### src/rtl/phbu_regs.svh
// constants for the page history bit updater
// Summary of operation
// - with both cached flags set, no table search for read or write.
// - updates may use buffer copies; on hit referenced counts as set.
// - cache touch ops may set referenced, never changed.
// - table writes use real addresses, translation off.
// - every page reference sets referenced, now or once known to succeed.
// - hardware never clears referenced.
// - referenced may be set for accesses not logically needed.
// - successful store hit: set cached changed if clear and search table.
// - changed set only for permitted, certain stores; exempt exceptions excepted.
// - changed also by permitted no-store conditional, zero-length store, allocate, invalidate.
// - table updates use attributes unguarded, cacheable, coherent.
// - scenarios evaluated in fixed priority, highest match wins.
// - control input and load-like cache ops are loads; others stores.
// - no-execute sets nothing; protection or out-of-order fetch/load never changed.
// - out-of-order store with no other precise exception may set both.
// - other out-of-order stores may set referenced only.
// - zero-length load referenced only; zero-length or no-store conditional both.
// - in-order fetch, load or control input sets referenced only.
// - both clear: read searches to set referenced, write sets both; here a read that hits only sets the cached referenced copy, with no search.
// - only referenced set: read nothing, write searches to set changed.
// - in-order store, control output, block zero, allocate set both.
`ifndef PHBU_REGS_SVH
`define PHBU_REGS_SVH
// bit positions inside the second entry word, bit 0 = lsb
`define PHBU_PTE_REF_BIT 8
`define PHBU_PTE_CHG_BIT 7
// attributes used for every history update
`define PHBU_UPDATE_CCA 4'h2
`define PHBU_CCA_W 4
`endif

### src/rtl/phbu_pkg.sv
// types shared by the page history bit updater
package phbu_pkg;
  // access kinds as seen by history recording
  typedef enum logic [3:0] {
    PHBU_FETCH,
    PHBU_LOAD,
    PHBU_EXT_IN,
    PHBU_TOUCH,
    PHBU_TOUCH_ST,
    PHBU_CACHE_FLUSH,
    PHBU_STORE,
    PHBU_EXT_OUT,
    PHBU_CACHE_ZERO,
    PHBU_CACHE_ALLOC,
    PHBU_CACHE_INVAL
  } phbu_kind_t;
endpackage : phbu_pkg

### src/rtl/phbu_flag.sv
// per-flag decision: buffer copy update and table search need
`timescale 1ns/1ps
module phbu_flag #(
  parameter bit ASSUME_SET_ON_HIT = 1'b0
) (
  input wire logic want,
  input wire logic hit,
  input wire logic cached,
  output logic search,
  output logic tlb_set
);
  logic known;

  // on a hit the cached copy stands for the table; referenced may be assumed set
  assign known = hit && (ASSUME_SET_ON_HIT || cached);
  assign search = want && !known;
  assign tlb_set = want && hit && !cached;
endmodule : phbu_flag

### src/rtl/phbu_scenario.sv
// priority scenario model deciding which history flags an access sets
`timescale 1ns/1ps
module phbu_scenario (
  input wire phbu_pkg::phbu_kind_t kind,
  input wire logic translated,
  input wire logic noexec_viol,
  input wire logic prot_viol,
  input wire logic out_of_order,
  input wire logic no_other_precise,
  input wire logic zero_length,
  input wire logic no_store,
  input wire logic exc_pending,
  input wire logic exc_exempt,
  output logic want_ref,
  output logic want_chg
);
  logic is_fetch;
  logic load_like;
  logic store_like;
  logic chg_kind;

  // classing of control and cache operations
  assign is_fetch = (kind == phbu_pkg::PHBU_FETCH);
  assign load_like = (kind == phbu_pkg::PHBU_LOAD) || (kind == phbu_pkg::PHBU_EXT_IN) ||
                     (kind == phbu_pkg::PHBU_TOUCH) || (kind == phbu_pkg::PHBU_TOUCH_ST);
  assign store_like = !is_fetch && !load_like;
  // flush-style ops count as stores but never dirty the page; touches never do either
  assign chg_kind = store_like && (kind != phbu_pkg::PHBU_CACHE_FLUSH);

  // first matching row wins
  always_comb begin
    want_ref = 1'b0;
    want_chg = 1'b0;
    if (!translated) begin
      want_ref = 1'b0;
    end else if (noexec_viol) begin
      want_ref = 1'b0;
    end else if (prot_viol) begin
      want_ref = 1'b1;
    end else if (out_of_order && !store_like) begin
      want_ref = 1'b1;
    end else if (out_of_order) begin
      want_ref = 1'b1;
      want_chg = chg_kind && no_other_precise;
    end else if (zero_length && !store_like) begin
      want_ref = 1'b1;
    end else if (zero_length || no_store) begin
      want_ref = 1'b1;
      want_chg = chg_kind;
    end else if (!store_like) begin
      want_ref = 1'b1;
    end else begin
      want_ref = 1'b1;
      // allocate and invalidate dirty the page even under a pending exception
      want_chg = chg_kind && ((kind == phbu_pkg::PHBU_CACHE_ALLOC) ||
                 (kind == phbu_pkg::PHBU_CACHE_INVAL) || !exc_pending || exc_exempt);
    end
  end
endmodule : phbu_scenario

### src/rtl/phbu_top.sv
// page history bit updater: scenario model, buffer copy update, table write-back
`timescale 1ns/1ps
`include "phbu_regs.svh"
module phbu_top #(
  parameter int ADDR_W = 32,
  parameter int DATA_W = 32
) (
  input wire logic clk,
  input wire logic rst,
  input wire logic acc_valid,
  output logic acc_ready,
  input wire phbu_pkg::phbu_kind_t acc_kind,
  input wire logic acc_translated,
  input wire logic acc_noexec_viol,
  input wire logic acc_prot_viol,
  input wire logic acc_out_of_order,
  input wire logic acc_no_other_precise,
  input wire logic acc_zero_length,
  input wire logic acc_no_store,
  input wire logic acc_exc_pending,
  input wire logic acc_exc_exempt,
  input wire logic tlb_hit,
  input wire logic tlb_ref,
  input wire logic tlb_chg,
  input wire logic [ADDR_W-1:0] pte_addr,
  output logic tlb_set_ref,
  output logic tlb_set_chg,
  output logic mem_req,
  output logic mem_write,
  output logic mem_lock,
  output logic mem_real,
  output logic [`PHBU_CCA_W-1:0] mem_cache_control_attributes,
  output logic [ADDR_W-1:0] mem_addr,
  output logic [DATA_W-1:0] mem_wdata,
  input wire logic mem_ack,
  input wire logic [DATA_W-1:0] mem_rdata,
  output logic upd_busy
);
  // ****************************************
  // decision logic
  // ****************************************
  typedef enum logic [1:0] {
    PHBU_IDLE,
    PHBU_READ,
    PHBU_WRITE
  } phbu_state_t;

  phbu_state_t state;
  logic want_ref;
  logic want_chg;
  logic search_ref;
  logic search_chg;
  logic set_ref_tlb;
  logic set_chg_tlb;
  logic take;
  logic start;
  logic pend_ref;
  logic pend_chg;
  logic [DATA_W-1:0] merged;

  assign acc_ready = (state == PHBU_IDLE);
  assign take = acc_valid && acc_ready;
  assign start = take && (search_ref || search_chg);

  // scenario model in priority order
  phbu_scenario u_scenario (
    .kind(acc_kind),
    .translated(acc_translated),
    .noexec_viol(acc_noexec_viol),
    .prot_viol(acc_prot_viol),
    .out_of_order(acc_out_of_order),
    .no_other_precise(acc_no_other_precise),
    .zero_length(acc_zero_length),
    .no_store(acc_no_store),
    .exc_pending(acc_exc_pending),
    .exc_exempt(acc_exc_exempt),
    .want_ref(want_ref),
    .want_chg(want_chg)
  );

  // referenced is taken as already set whenever the buffer hits
  phbu_flag #(
    .ASSUME_SET_ON_HIT(1'b1)
  ) u_flag_ref (
    .want(want_ref),
    .hit(tlb_hit),
    .cached(tlb_ref),
    .search(search_ref),
    .tlb_set(set_ref_tlb)
  );

  phbu_flag #(
    .ASSUME_SET_ON_HIT(1'b0)
  ) u_flag_chg (
    .want(want_chg),
    .hit(tlb_hit),
    .cached(tlb_chg),
    .search(search_chg),
    .tlb_set(set_chg_tlb)
  );

  // ****************************************
  // buffer copy update
  // ****************************************

  // one-cycle pulses, only ever setting the cached copies
  always_ff @(posedge clk) begin
    if (rst) begin
      tlb_set_ref <= 1'b0;
      tlb_set_chg <= 1'b0;
    end else begin
      tlb_set_ref <= take && set_ref_tlb;
      tlb_set_chg <= take && set_chg_tlb;
    end
  end

  // ****************************************
  // table read-modify-write
  // ****************************************

  // bits to or into the entry; clearing is never possible
  always_comb begin
    merged = mem_rdata;
    merged[`PHBU_PTE_REF_BIT] = mem_rdata[`PHBU_PTE_REF_BIT] | pend_ref | pend_chg;
    merged[`PHBU_PTE_CHG_BIT] = mem_rdata[`PHBU_PTE_CHG_BIT] | pend_chg;
  end

  // pending flag bits of the running update
  always_ff @(posedge clk) begin
    if (rst) begin
      pend_ref <= 1'b0;
      pend_chg <= 1'b0;
    end else if (start) begin
      pend_ref <= want_ref;
      pend_chg <= want_chg;
    end
  end

  // sequencer; lock spans read and write so a neighbour's update is not lost
  always_ff @(posedge clk) begin
    if (rst) begin
      state <= PHBU_IDLE;
      mem_req <= 1'b0;
      mem_write <= 1'b0;
      mem_lock <= 1'b0;
      mem_addr <= '0;
      mem_wdata <= '0;
    end else begin
      case (state)
        PHBU_IDLE: begin
          if (start) begin
            state <= PHBU_READ;
            mem_req <= 1'b1;
            mem_write <= 1'b0;
            mem_lock <= 1'b1;
            mem_addr <= pte_addr;
          end
        end
        PHBU_READ: begin
          if (mem_ack) begin
            state <= PHBU_WRITE;
            mem_write <= 1'b1;
            mem_wdata <= merged;
          end
        end
        PHBU_WRITE: begin
          if (mem_ack) begin
            state <= PHBU_IDLE;
            mem_req <= 1'b0;
            mem_write <= 1'b0;
            mem_lock <= 1'b0;
          end
        end
        default: begin
          state <= PHBU_IDLE;
          mem_req <= 1'b0;
          mem_write <= 1'b0;
          mem_lock <= 1'b0;
        end
      endcase
    end
  end

  // updates always go out physical with fixed attributes
  assign mem_real = 1'b1;
  assign mem_cache_control_attributes = `PHBU_UPDATE_CCA;
  assign upd_busy = (state != PHBU_IDLE);
endmodule : phbu_top

### config.mk
export PLATFORM = sky130hd
export DESIGN_NAME = phbu_top
export DESIGN_NICKNAME = d
export VERILOG_FILES = /design/src/rtl/phbu_pkg.sv /design/src/rtl/phbu_flag.sv /design/src/rtl/phbu_scenario.sv /design/src/rtl/phbu_top.sv
export VERILOG_INCLUDE_DIRS = /design/src /design/src/rtl
export SDC_FILE = /design/constraint.sdc
export NUM_CORES = 1
export LEC_CHECK = 0
export BUFFER_PORTS_ARGS = -buffer_cell sky130_fd_sc_hd__buf_2
export CAP_MARGIN = 20
export CORE_ASPECT_RATIO = 0.6
export CORE_MARGIN = 3
export CORE_UTILIZATION = 49
export CTS_BUF_LIST = sky130_fd_sc_hd__clkbuf_8
export DETAILED_ROUTE_END_ITERATION = 16
export GPL_TIMING_DRIVEN = 0
export HOLD_SLACK_MARGIN = 0.1
export PLACE_DENSITY = 0.9
export SLEW_MARGIN = 20
export SYNTH_ARGS = -nofsm -noshare
export SYNTH_HDL_FRONTEND = slang
export SYNTH_SLANG_ARGS = --single-unit
### constraint.sdc
create_clock -name clk -period 2.15 [get_ports clk]
set_input_delay 0.1075 -clock clk [delete_from_list [all_inputs] [get_ports clk]]
set_output_delay 0.1075 -clock clk [all_outputs]
set_load 0.005 [all_outputs]
==> out/results.tsv, run 1 <==
stage	metric	value	unit
setup_path	R2R setup slack	0.39	ns
grt	initial antenna violation count	0	
placement	IO buf count	153	
logic_synthesis	dominant cell type by area after synthesis	dfxtp_1	
logic_synthesis	top post-synthesis cells by count	71 x dfxtp_1, 66 x nand2b_1, 64 x nand2_1, 35 x a21oi_1, 32 x mux2i_1	
hold_path	Worst Hold Class	primary input to flop	
pwr	LEAKAGE	2.327	nW
pwr	total power	2.710	mW
routing	drt first pass iters	4	
setup_path	worst path arrival time	2.19	ns
grt	GR Util met3	6.146	%
clock_tree	H-tree Lvls	3	
hold_path	hold_sp	tlb_hit	
grt	global route overflow	0	
floorplanning	starting density of the core	51.54	%
routing	DR iter-0 viols	149	
sta	Final setup violation count	0	
job	Max Cap Viol	0	
logic_synthesis	Syn. warnings	0	
sta	setup TNS	0	ns
hold_path	hold path cells	4	
setup_path	CP Capture Type	flop	
setup_path	critical path launch point type	primary input	
logic_synthesis	top-count cell post-synth	dfxtp_1	
logic_synthesis	Post-Synthesis Cells	327	
routing	routed wire length per instance	15.09	um
routing	Vias/cell	4.843	
run_status	status	completed	
routing	final WL	9.776	mm
floorplanning	num ports	160	
routing	Residual DRC	0	
sta	fmax	521.4	MHz
setup_path	cells on worst reg2reg path	6	
floorplanning	core area	5675	sq um
sta	max-slew violation count	0	
logic_synthesis	Primary FF master, synth	dfxtp_1	
pwr	power density over the cells	578.8	nW/um^2
setup_path	CP Max Fanout	2	
clock_tree	Clock Sinks	71	
setup_path	WP buf/inv	4	
sta	final worst path period need	1.918	ns
floorplanning	Die Height	65.85	um
hold_path	Hold Path End	pend_chg$_SDFFE_PP0P_	
routing	Vias	3138	
grt	Top Usage Layer GRT	met2	
sta	RSZ-0062 raised after global routing	false	
clock_tree	CTS root buffer	clkbuf_8	
setup_path	WS Path Type	primary input to flop	
placement	dpl cell area	3802	sq um
grt	M2 GR Usage	52.54	%
clock_tree	Worst-path clk slew	0.07	ns
logic_synthesis	Seq/Total Area, Yosys	48.59	%
clock_tree	# Post-CTS Setup Buffers	0	
floorplanning	DIE AREA	6964	sq um
logic_synthesis	top area cells in the synthesized netlist	dfxtp_1 49%, nand2b_1 14%, mux2i_1 11%, nand2_1 8.2%, a21oi_1 6.0%	
final_layout	antenna cells	0	
sta	crit path setup slack, layout	0.2320	ns
clock_tree	Clk Latency, worst-skew pair	0.32	ns
logic_synthesis	post-synthesis sequential element count	71	
logic_synthesis	post-synth top area share	48.59	%
setup_path	crit path cell chain	dlygate4sd3_1 -> buf_2 -> nand2b_1 -> dlygate4sd3_1 -> nor4_1 -> dlygate4sd3_1	
logic_synthesis	Distinct cells, synth	27	
setup_path	Critical Path Slowest Stage Cell	dlygate4sd3_1	
logic_synthesis	area of the mapped netlist	2925	sq um
setup_path	CP top delay family	buffers and inverters	
final_layout	P&R area growth vs syn	60.05	%
setup_path	Data required, critical path	2.42	ns
floorplanning	die width	105.8	um
grt	pin count of the biggest net entering global routing	12	
final_layout	layout cells sized above 1	31.69	%
sta	Tcrit/Tclk final	89.21	%
logic_synthesis	EDFF count, synth	0	
logic_synthesis	Mean Syn Cell Area	8.946	sq um
grt	first-pass GRT wire length	15.33	mm
setup_path	Worst R2R Start	state[0]$_SDFFE_PP0P_	
pwr	IR drop worst, VDD	0.3733	mV
setup_path	max incr delay on CP	0.57	ns
grt	number of global-route vias before repair	3151	
final_layout	nets	648	
grt	GRT met1 Usage	31.57	%
placement	post-DP HPWL	5.986	mm
setup_path	crit-path most repeated cell	dlygate4sd3_1	
floorplanning	Site Rows	21	
clock_tree	CTS tree	yes	
clock_tree	cts bufs inserted	9	
final_layout	Design Area, Final	4682	sq um
placement	Setup WS pre-CTS	0.4781	ns
grt	GRT Overall Usage	28.31	%
setup_path	FF-to-FF End	mem_addr[19]$_SDFFE_PP0P_	
placement	Final Wtd Congestion	0.7244	
sta	Fin. Hold Viols	0	
clock_tree	CTS resizes	0	
sta	Worst Clk Skew	0.005898	ns
logic_synthesis	FFs w/ async S/R, synth	0	%
routing	Antenna Nets Post-Route	0	
clock_tree	clk buf depth	2	
-- area by class of cell --
class | instances | area, sq um
multi-input combinational | 230 | 1361
timing repair buffer | 223 | 1466
clock inverter | 6 | 55.05
fill | 370 | 993.5
inverter | 2 | 7.507
buffer | 27 | 146.4
clock buffer | 9 | 123.9
sequential | 71 | 1421
tap | 80 | 100.1
-- power by group --
part	internal, mW	total [mW]	switching, mW	leakage, nW
logic	0.226	0.381	0.155	1.66
clock network	0.517	0.967	0.450	0.0975
registers	1.34	1.36	0.0175	0.574
-- timing repair --
action | in CTS | in global routing
endpoints found under the hold margin | 68 | 0
setup endpoints to repair | 0 | 0
hold buffers | 70 | 0
-- metrics by stage --
step | std cells | hold WS, ns | utilization (%)
finish | 648 | 0.2060 | 82.50
global route | 648 | 0.2009 | 82.50
CTS | 648 | 0.1573 | 82.50
detailed placement | 563 | 0.2819 | 67.00
global placement | 563 | 0.2735 | 67.00
floorplan | 330 | 0.1860 | -
-- worst register-to-register path: cells and delay by family, from the launching register on --
| kind | cells | cell delay (ns) |
|---|---|---|
| buffers and inverters | 1 | 0.18 |
| AND/OR/NAND/NOR | 4 | 0.94 |
| multiplexers | 1 | 0.20 |
| flip-flops | 1 | 0.35 |
-- cells in the final DEF (no fill, tap or decap) --
cell / instances
a21oi_1: 35
or3_1: 2
buf_1: 2
dfxtp_1: 71
nor3_1: 5
nor3_2: 1
clkbuf_1: 16
or3b_2: 1
nand2b_1: 66
mux2i_1: 32
nand2_1: 64
nand4b_1: 1
buf_6: 3
buf_2: 153
nand4_1: 1
xnor2_1: 1
o21ai_0: 1
bufinv_16: 1
dlygate4sd3_1: 70
nor2_1: 6
nor3_4: 1
o311a_1: 1
buf_4: 6
nand3b_1: 1
conb_1: 5
nand2b_4: 1
clkinv_2: 2
inv_1: 4
clkbuf_8: 9
nor2_4: 1
clkinvlp_4: 1
nor4_1: 3
and3b_1: 1
-- worst max path at each step --
| stage | startpoint | to | slack [ns] | cells after the start |
|---|---|---|---|---|
| detailed placement | acc_exc_exempt | mem_addr[12]$_SDFFE_PP0P_ | 0.48 | 7 |
| global placement | acc_exc_exempt | mem_addr[9]$_SDFFE_PP0P_ | 0.58 | 7 |
| global route | tlb_chg | tlb_set_chg$_SDFF_PP0_ | 0.17 | 6 |
| CTS | tlb_chg | tlb_set_chg$_SDFF_PP0_ | 0.30 | 6 |
| finish | tlb_chg | tlb_set_chg$_SDFF_PP0_ | 0.23 | 6 |
| floorplan | mem_write$_SDFFE_PP0P_ | mem_addr[10]$_SDFFE_PP0P_ | 0.71 | 6 |
-- cells by family after synthesis --
logic type | after synthesis | synth area share [%]
simple gates | 155 | 28.14
mux | 32 | 10.95
flops | 71 | 48.59
compound gates | 37 | 6.501
xor+xnor | 1 | 0.2995
buf+inv | 29 | 5.261
other cells | 2 | 0.2567
-- flip-flops by register name, indices dropped and copies added, names as in the netlist --
| signal | cells |
|---|---|
| mem_addr | 32 |
| mem_wdata | 32 |
| pend_chg | 1 |
| tlb_set_chg | 1 |
| tlb_set_ref | 1 |
| state | 1 |
| mem_write | 1 |
| pend_ref | 1 |
| mem_lock | 1 |
-- metal layers --
layer,vias up,wire length (um)
li1,1525,-
met1,1435,3766
met2,152,5009
met3,26,675
met4,0,323
met5,-,0
(Power assumes the default switching activity.)
==> inputs of run 2 (changes only) <==
Settings changed: ABC_AREA set to 1, CORE_UTILIZATION 49 to 50.
==> out/results.tsv, run 2 <==
stage	metric	value	unit	change
logic_synthesis	EDFF count, synth	0		unchanged
logic_synthesis	Syn. warnings	0		unchanged
clock_tree	cts bufs inserted	9		unchanged
logic_synthesis	Synth Area in Compound Gates	10.97	%	+4.5 points
clock_tree	clk buf depth	2		unchanged
routing	final WL	10.28	mm	+5.2%
logic_synthesis	Primary FF master, synth	dfxtp_1		
grt	pin count of the biggest net entering global routing	13		+1
sta	setup TNS	0	ns	unchanged
clock_tree	Clock Sinks	71		unchanged
clock_tree	Worst-path clk slew	0.07	ns	about the same
clock_tree	CTS root buffer	clkbuf_8		
final_layout	layout cells sized above 1	38.07	%	+6.4 points
logic_synthesis	FFs w/ async S/R, synth	0	%	unchanged
logic_synthesis	dominant cell type by area after synthesis	dfxtp_1		
final_layout	commonest non-fill, non-tap cell in the layout	buf_2		
clock_tree	# Post-CTS Setup Buffers	0		unchanged
pwr	LEAKAGE	2.501	nW	+7.5%
final_layout	antenna cells	0		unchanged
sta	Final setup violation count	0		unchanged
grt	global route overflow	0		unchanged
floorplanning	Die Height	66.80	um	+1.4%
floorplanning	Site Rows	21		unchanged
pwr	IR drop worst, VDD	0.4644	mV	+24%
final_layout	most frequent cells in the layout	158 x buf_2, 82 x inv_1, 80 x nand2_1		
logic_synthesis	main combinational cell family by area after synthesis	simple AND/OR/NAND/NOR gates		
setup_path	cells on worst reg2reg path	6		unchanged
logic_synthesis	top area cells in the synthesized netlist	dfxtp_1 46%, nor2_2 13%, inv_1 10%, nand2_1 9.7%, a21oi_1 5.4%		
grt	number of global-route vias before repair	3469		+10%
setup_path	Worst setup startpoint	mem_write$_SDFFE_PP0P_		
grt	first-pass GRT wire length	16.07	mm	+4.8%
routing	DR iter-0 viols	189		+27%
sta	fmax	497.7	MHz	-4.5%
sta	max-slew violation count	0		unchanged
routing	drt first pass iters	4		unchanged
clock_tree	# hold bufs at CTS	67		-4.3%
final_layout	nets	734		+13%
logic_synthesis	Mean Syn Cell Area	7.423	sq um	-17%
logic_synthesis	Post-Synthesis Cells	415		+27%
routing	Residual DRC	0		unchanged
logic_synthesis	Post-Synth XOR/XNOR Area	0	%	-0.30 points
logic_synthesis	top post-synthesis cells by count	82 x inv_1, 80 x nand2_1, 71 x dfxtp_1, 62 x nor2_2, 33 x a21oi_1		
sta	Tcrit/Tclk final	93.46	%	+4.2 points
logic_synthesis	Seq/Total Area, Yosys	46.14	%	-2.4 points
grt	GRT Overall Usage	28.76	%	+0.46 points
clock_tree	Clk Latency, worst-skew pair	0.33	ns	about the same
sta	final worst path period need	2.009	ns	+0.09124 ns
grt	initial antenna violation count	0		unchanged
setup_path	R2R setup slack	0.14	ns	-0.25 ns
final_layout	sequential cell area	1421	sq um	unchanged
setup_path	CP Capture Type	flop		
logic_synthesis	area of the mapped netlist	3080	sq um	+5.3%
final_layout	multi-input logic area	1157	sq um	-15%
pwr	power density over the cells	645.5	nW/um^2	+12%
sta	Fin. Hold Viols	0		unchanged
final_layout	P&R area growth vs syn	58.33	%	
run_status	status	completed		
setup_path	critical path launch point type	flop		
setup_path	CP Max Fanout	10		+8
placement	post-DP HPWL	6.021	mm	+0.60%
job	Max Cap Viol	0		unchanged
clock_tree	CTS tree	yes		
floorplanning	num ports	160		unchanged
final_layout	fillers	327		-12%
floorplanning	DIE AREA	7170	sq um	+3.0%
setup_path	Data required, critical path	2.36	ns	-0.06 ns
setup_path	WS Path Type	flop to flop		
final_layout	Design Area, Final	4877	sq um	+4.2%
logic_synthesis	top-count cell post-synth	inv_1		
placement	IO buf count	154		+0.65%
logic_synthesis	adder-cell share of the synthesized area	0	%	unchanged
clock_tree	CTS resizes	0		unchanged
setup_path	FF-to-FF End	mem_write$_SDFFE_PP0P_		
routing	Vias/cell	4.719		-2.5%
routing	Antenna Nets Post-Route	0		unchanged
setup_path	worst setup path endpoint	mem_write$_SDFFE_PP0P_		
logic_synthesis	Distinct cells, synth	21		-22%
logic_synthesis	Synth Area in Simple Gates	26.00	%	-2.1 points
logic_synthesis	post-synthesis sequential element count	71		unchanged
routing	Vias	3464		+10%
setup_path	Worst R2R Start	mem_write$_SDFFE_PP0P_		
hold_path	Worst Hold Class	primary input to flop		
floorplanning	die width	107.3	um	+1.5%
placement	Final Wtd Congestion	0.8190		+13%
floorplanning	starting density of the core	53.53	%	+2.0 points
final_layout	Regs by FF count	mem_addr (32), mem_wdata (32)		
placement	dpl cell area	3963	sq um	+4.2%
sta	RSZ-0062 raised after global routing	false		
sta	Worst Clk Skew	0.008094	ns	+0.002196 ns
floorplanning	core area	5754	sq um	+1.4%
logic_synthesis	post-synth top area share	46.14	%	-2.4 points
setup_path	worst path arrival time	2.22	ns	+0.03 ns
clock_tree	H-tree Lvls	3		unchanged
routing	routed wire length per instance	14.01	um	-7.1%
logic_synthesis	mux share of post-synthesis cell area	0	%	-11 points
==> run 2: stage by stage <==
stage	hold slack [ns]	std cells	total power, mW	utilization, %	setup WS, ns
final	0.1320	734	3.148	84.76	0.1407
after global routing	0.1291	734	3.274	84.76	0.002080
after CTS	0.1147	734	3.136	84.76	0.2104
after detailed placement	0.2738	652	1.778	68.86	0.5904
after global placement	0.2775	652	1.764	68.86	0.6414
after floorplan	0.1766	418	1.619	-	0.8208
==> run 2: worst max-delay path, cell delays in order (launching register included) <==
cell           delay, ns
dfxtp_1             0.37
inv_1               0.09
nand3_1             0.10
buf_2               0.21
buf_1               0.40
a21oi_1             0.15
dlygate4sd3_1       0.58
==> run 2: how the worst min path moves through the flow <==
| stage | start | end | slack [ns] | cells past startpoint |
|---|---|---|---|---|
| after floorplan | rst | mem_write$_SDFFE_PP0P_ | 0.18 | 1 |
| after global placement | tlb_ref | tlb_set_ref$_SDFF_PP0_ | 0.28 | 2 |
| after detailed placement | tlb_ref | tlb_set_ref$_SDFF_PP0_ | 0.27 | 2 |
| after CTS | pte_addr[11] | mem_addr[11]$_SDFFE_PP0P_ | 0.11 | 5 |
| after global routing | pte_addr[11] | mem_addr[11]$_SDFFE_PP0P_ | 0.13 | 5 |
| final | pte_addr[11] | mem_addr[11]$_SDFFE_PP0P_ | 0.13 | 5 |
==> run 2: power breakdown <==
group	switching (mW)	total, mW	internal (mW)
Combinational	0.216	0.469	0.253
Clock	0.487	1.29	0.798
Sequential	0.0326	1.39	1.36
Total	0.735	3.15	2.41
==> run 2: cells by family (layout without fill, tap and decap cells) <==
logic type / after synthesis / in the layout
and+or+nand+nor: 166 / 166
buffers and inverters: 109 / 345
DFF: 71 / 71
AOI/OAI and AO/OA: 67 / 67
other: 2 / 5
==> run 2: cell type report <==
cell class	count	share of cell area, %
Multi-Input combinational cell	238	23.73
Tap cell	80	2.052
Inverter	82	6.311
Clock inverter	5	2.181
Sequential cell	71	29.14
Clock buffer	10	2.822
Buffer	27	4.207
Timing Repair Buffer	221	29.55
==> run 2: metal layers <==
metal,GRT usage [%],up-vias,routed length (um)
met5,0,-,0
met4,12.44,0,321
met3,6.196,33,701
met2,52.34,189,5080
met1,32.94,1556,4179
li1,-,1686,-
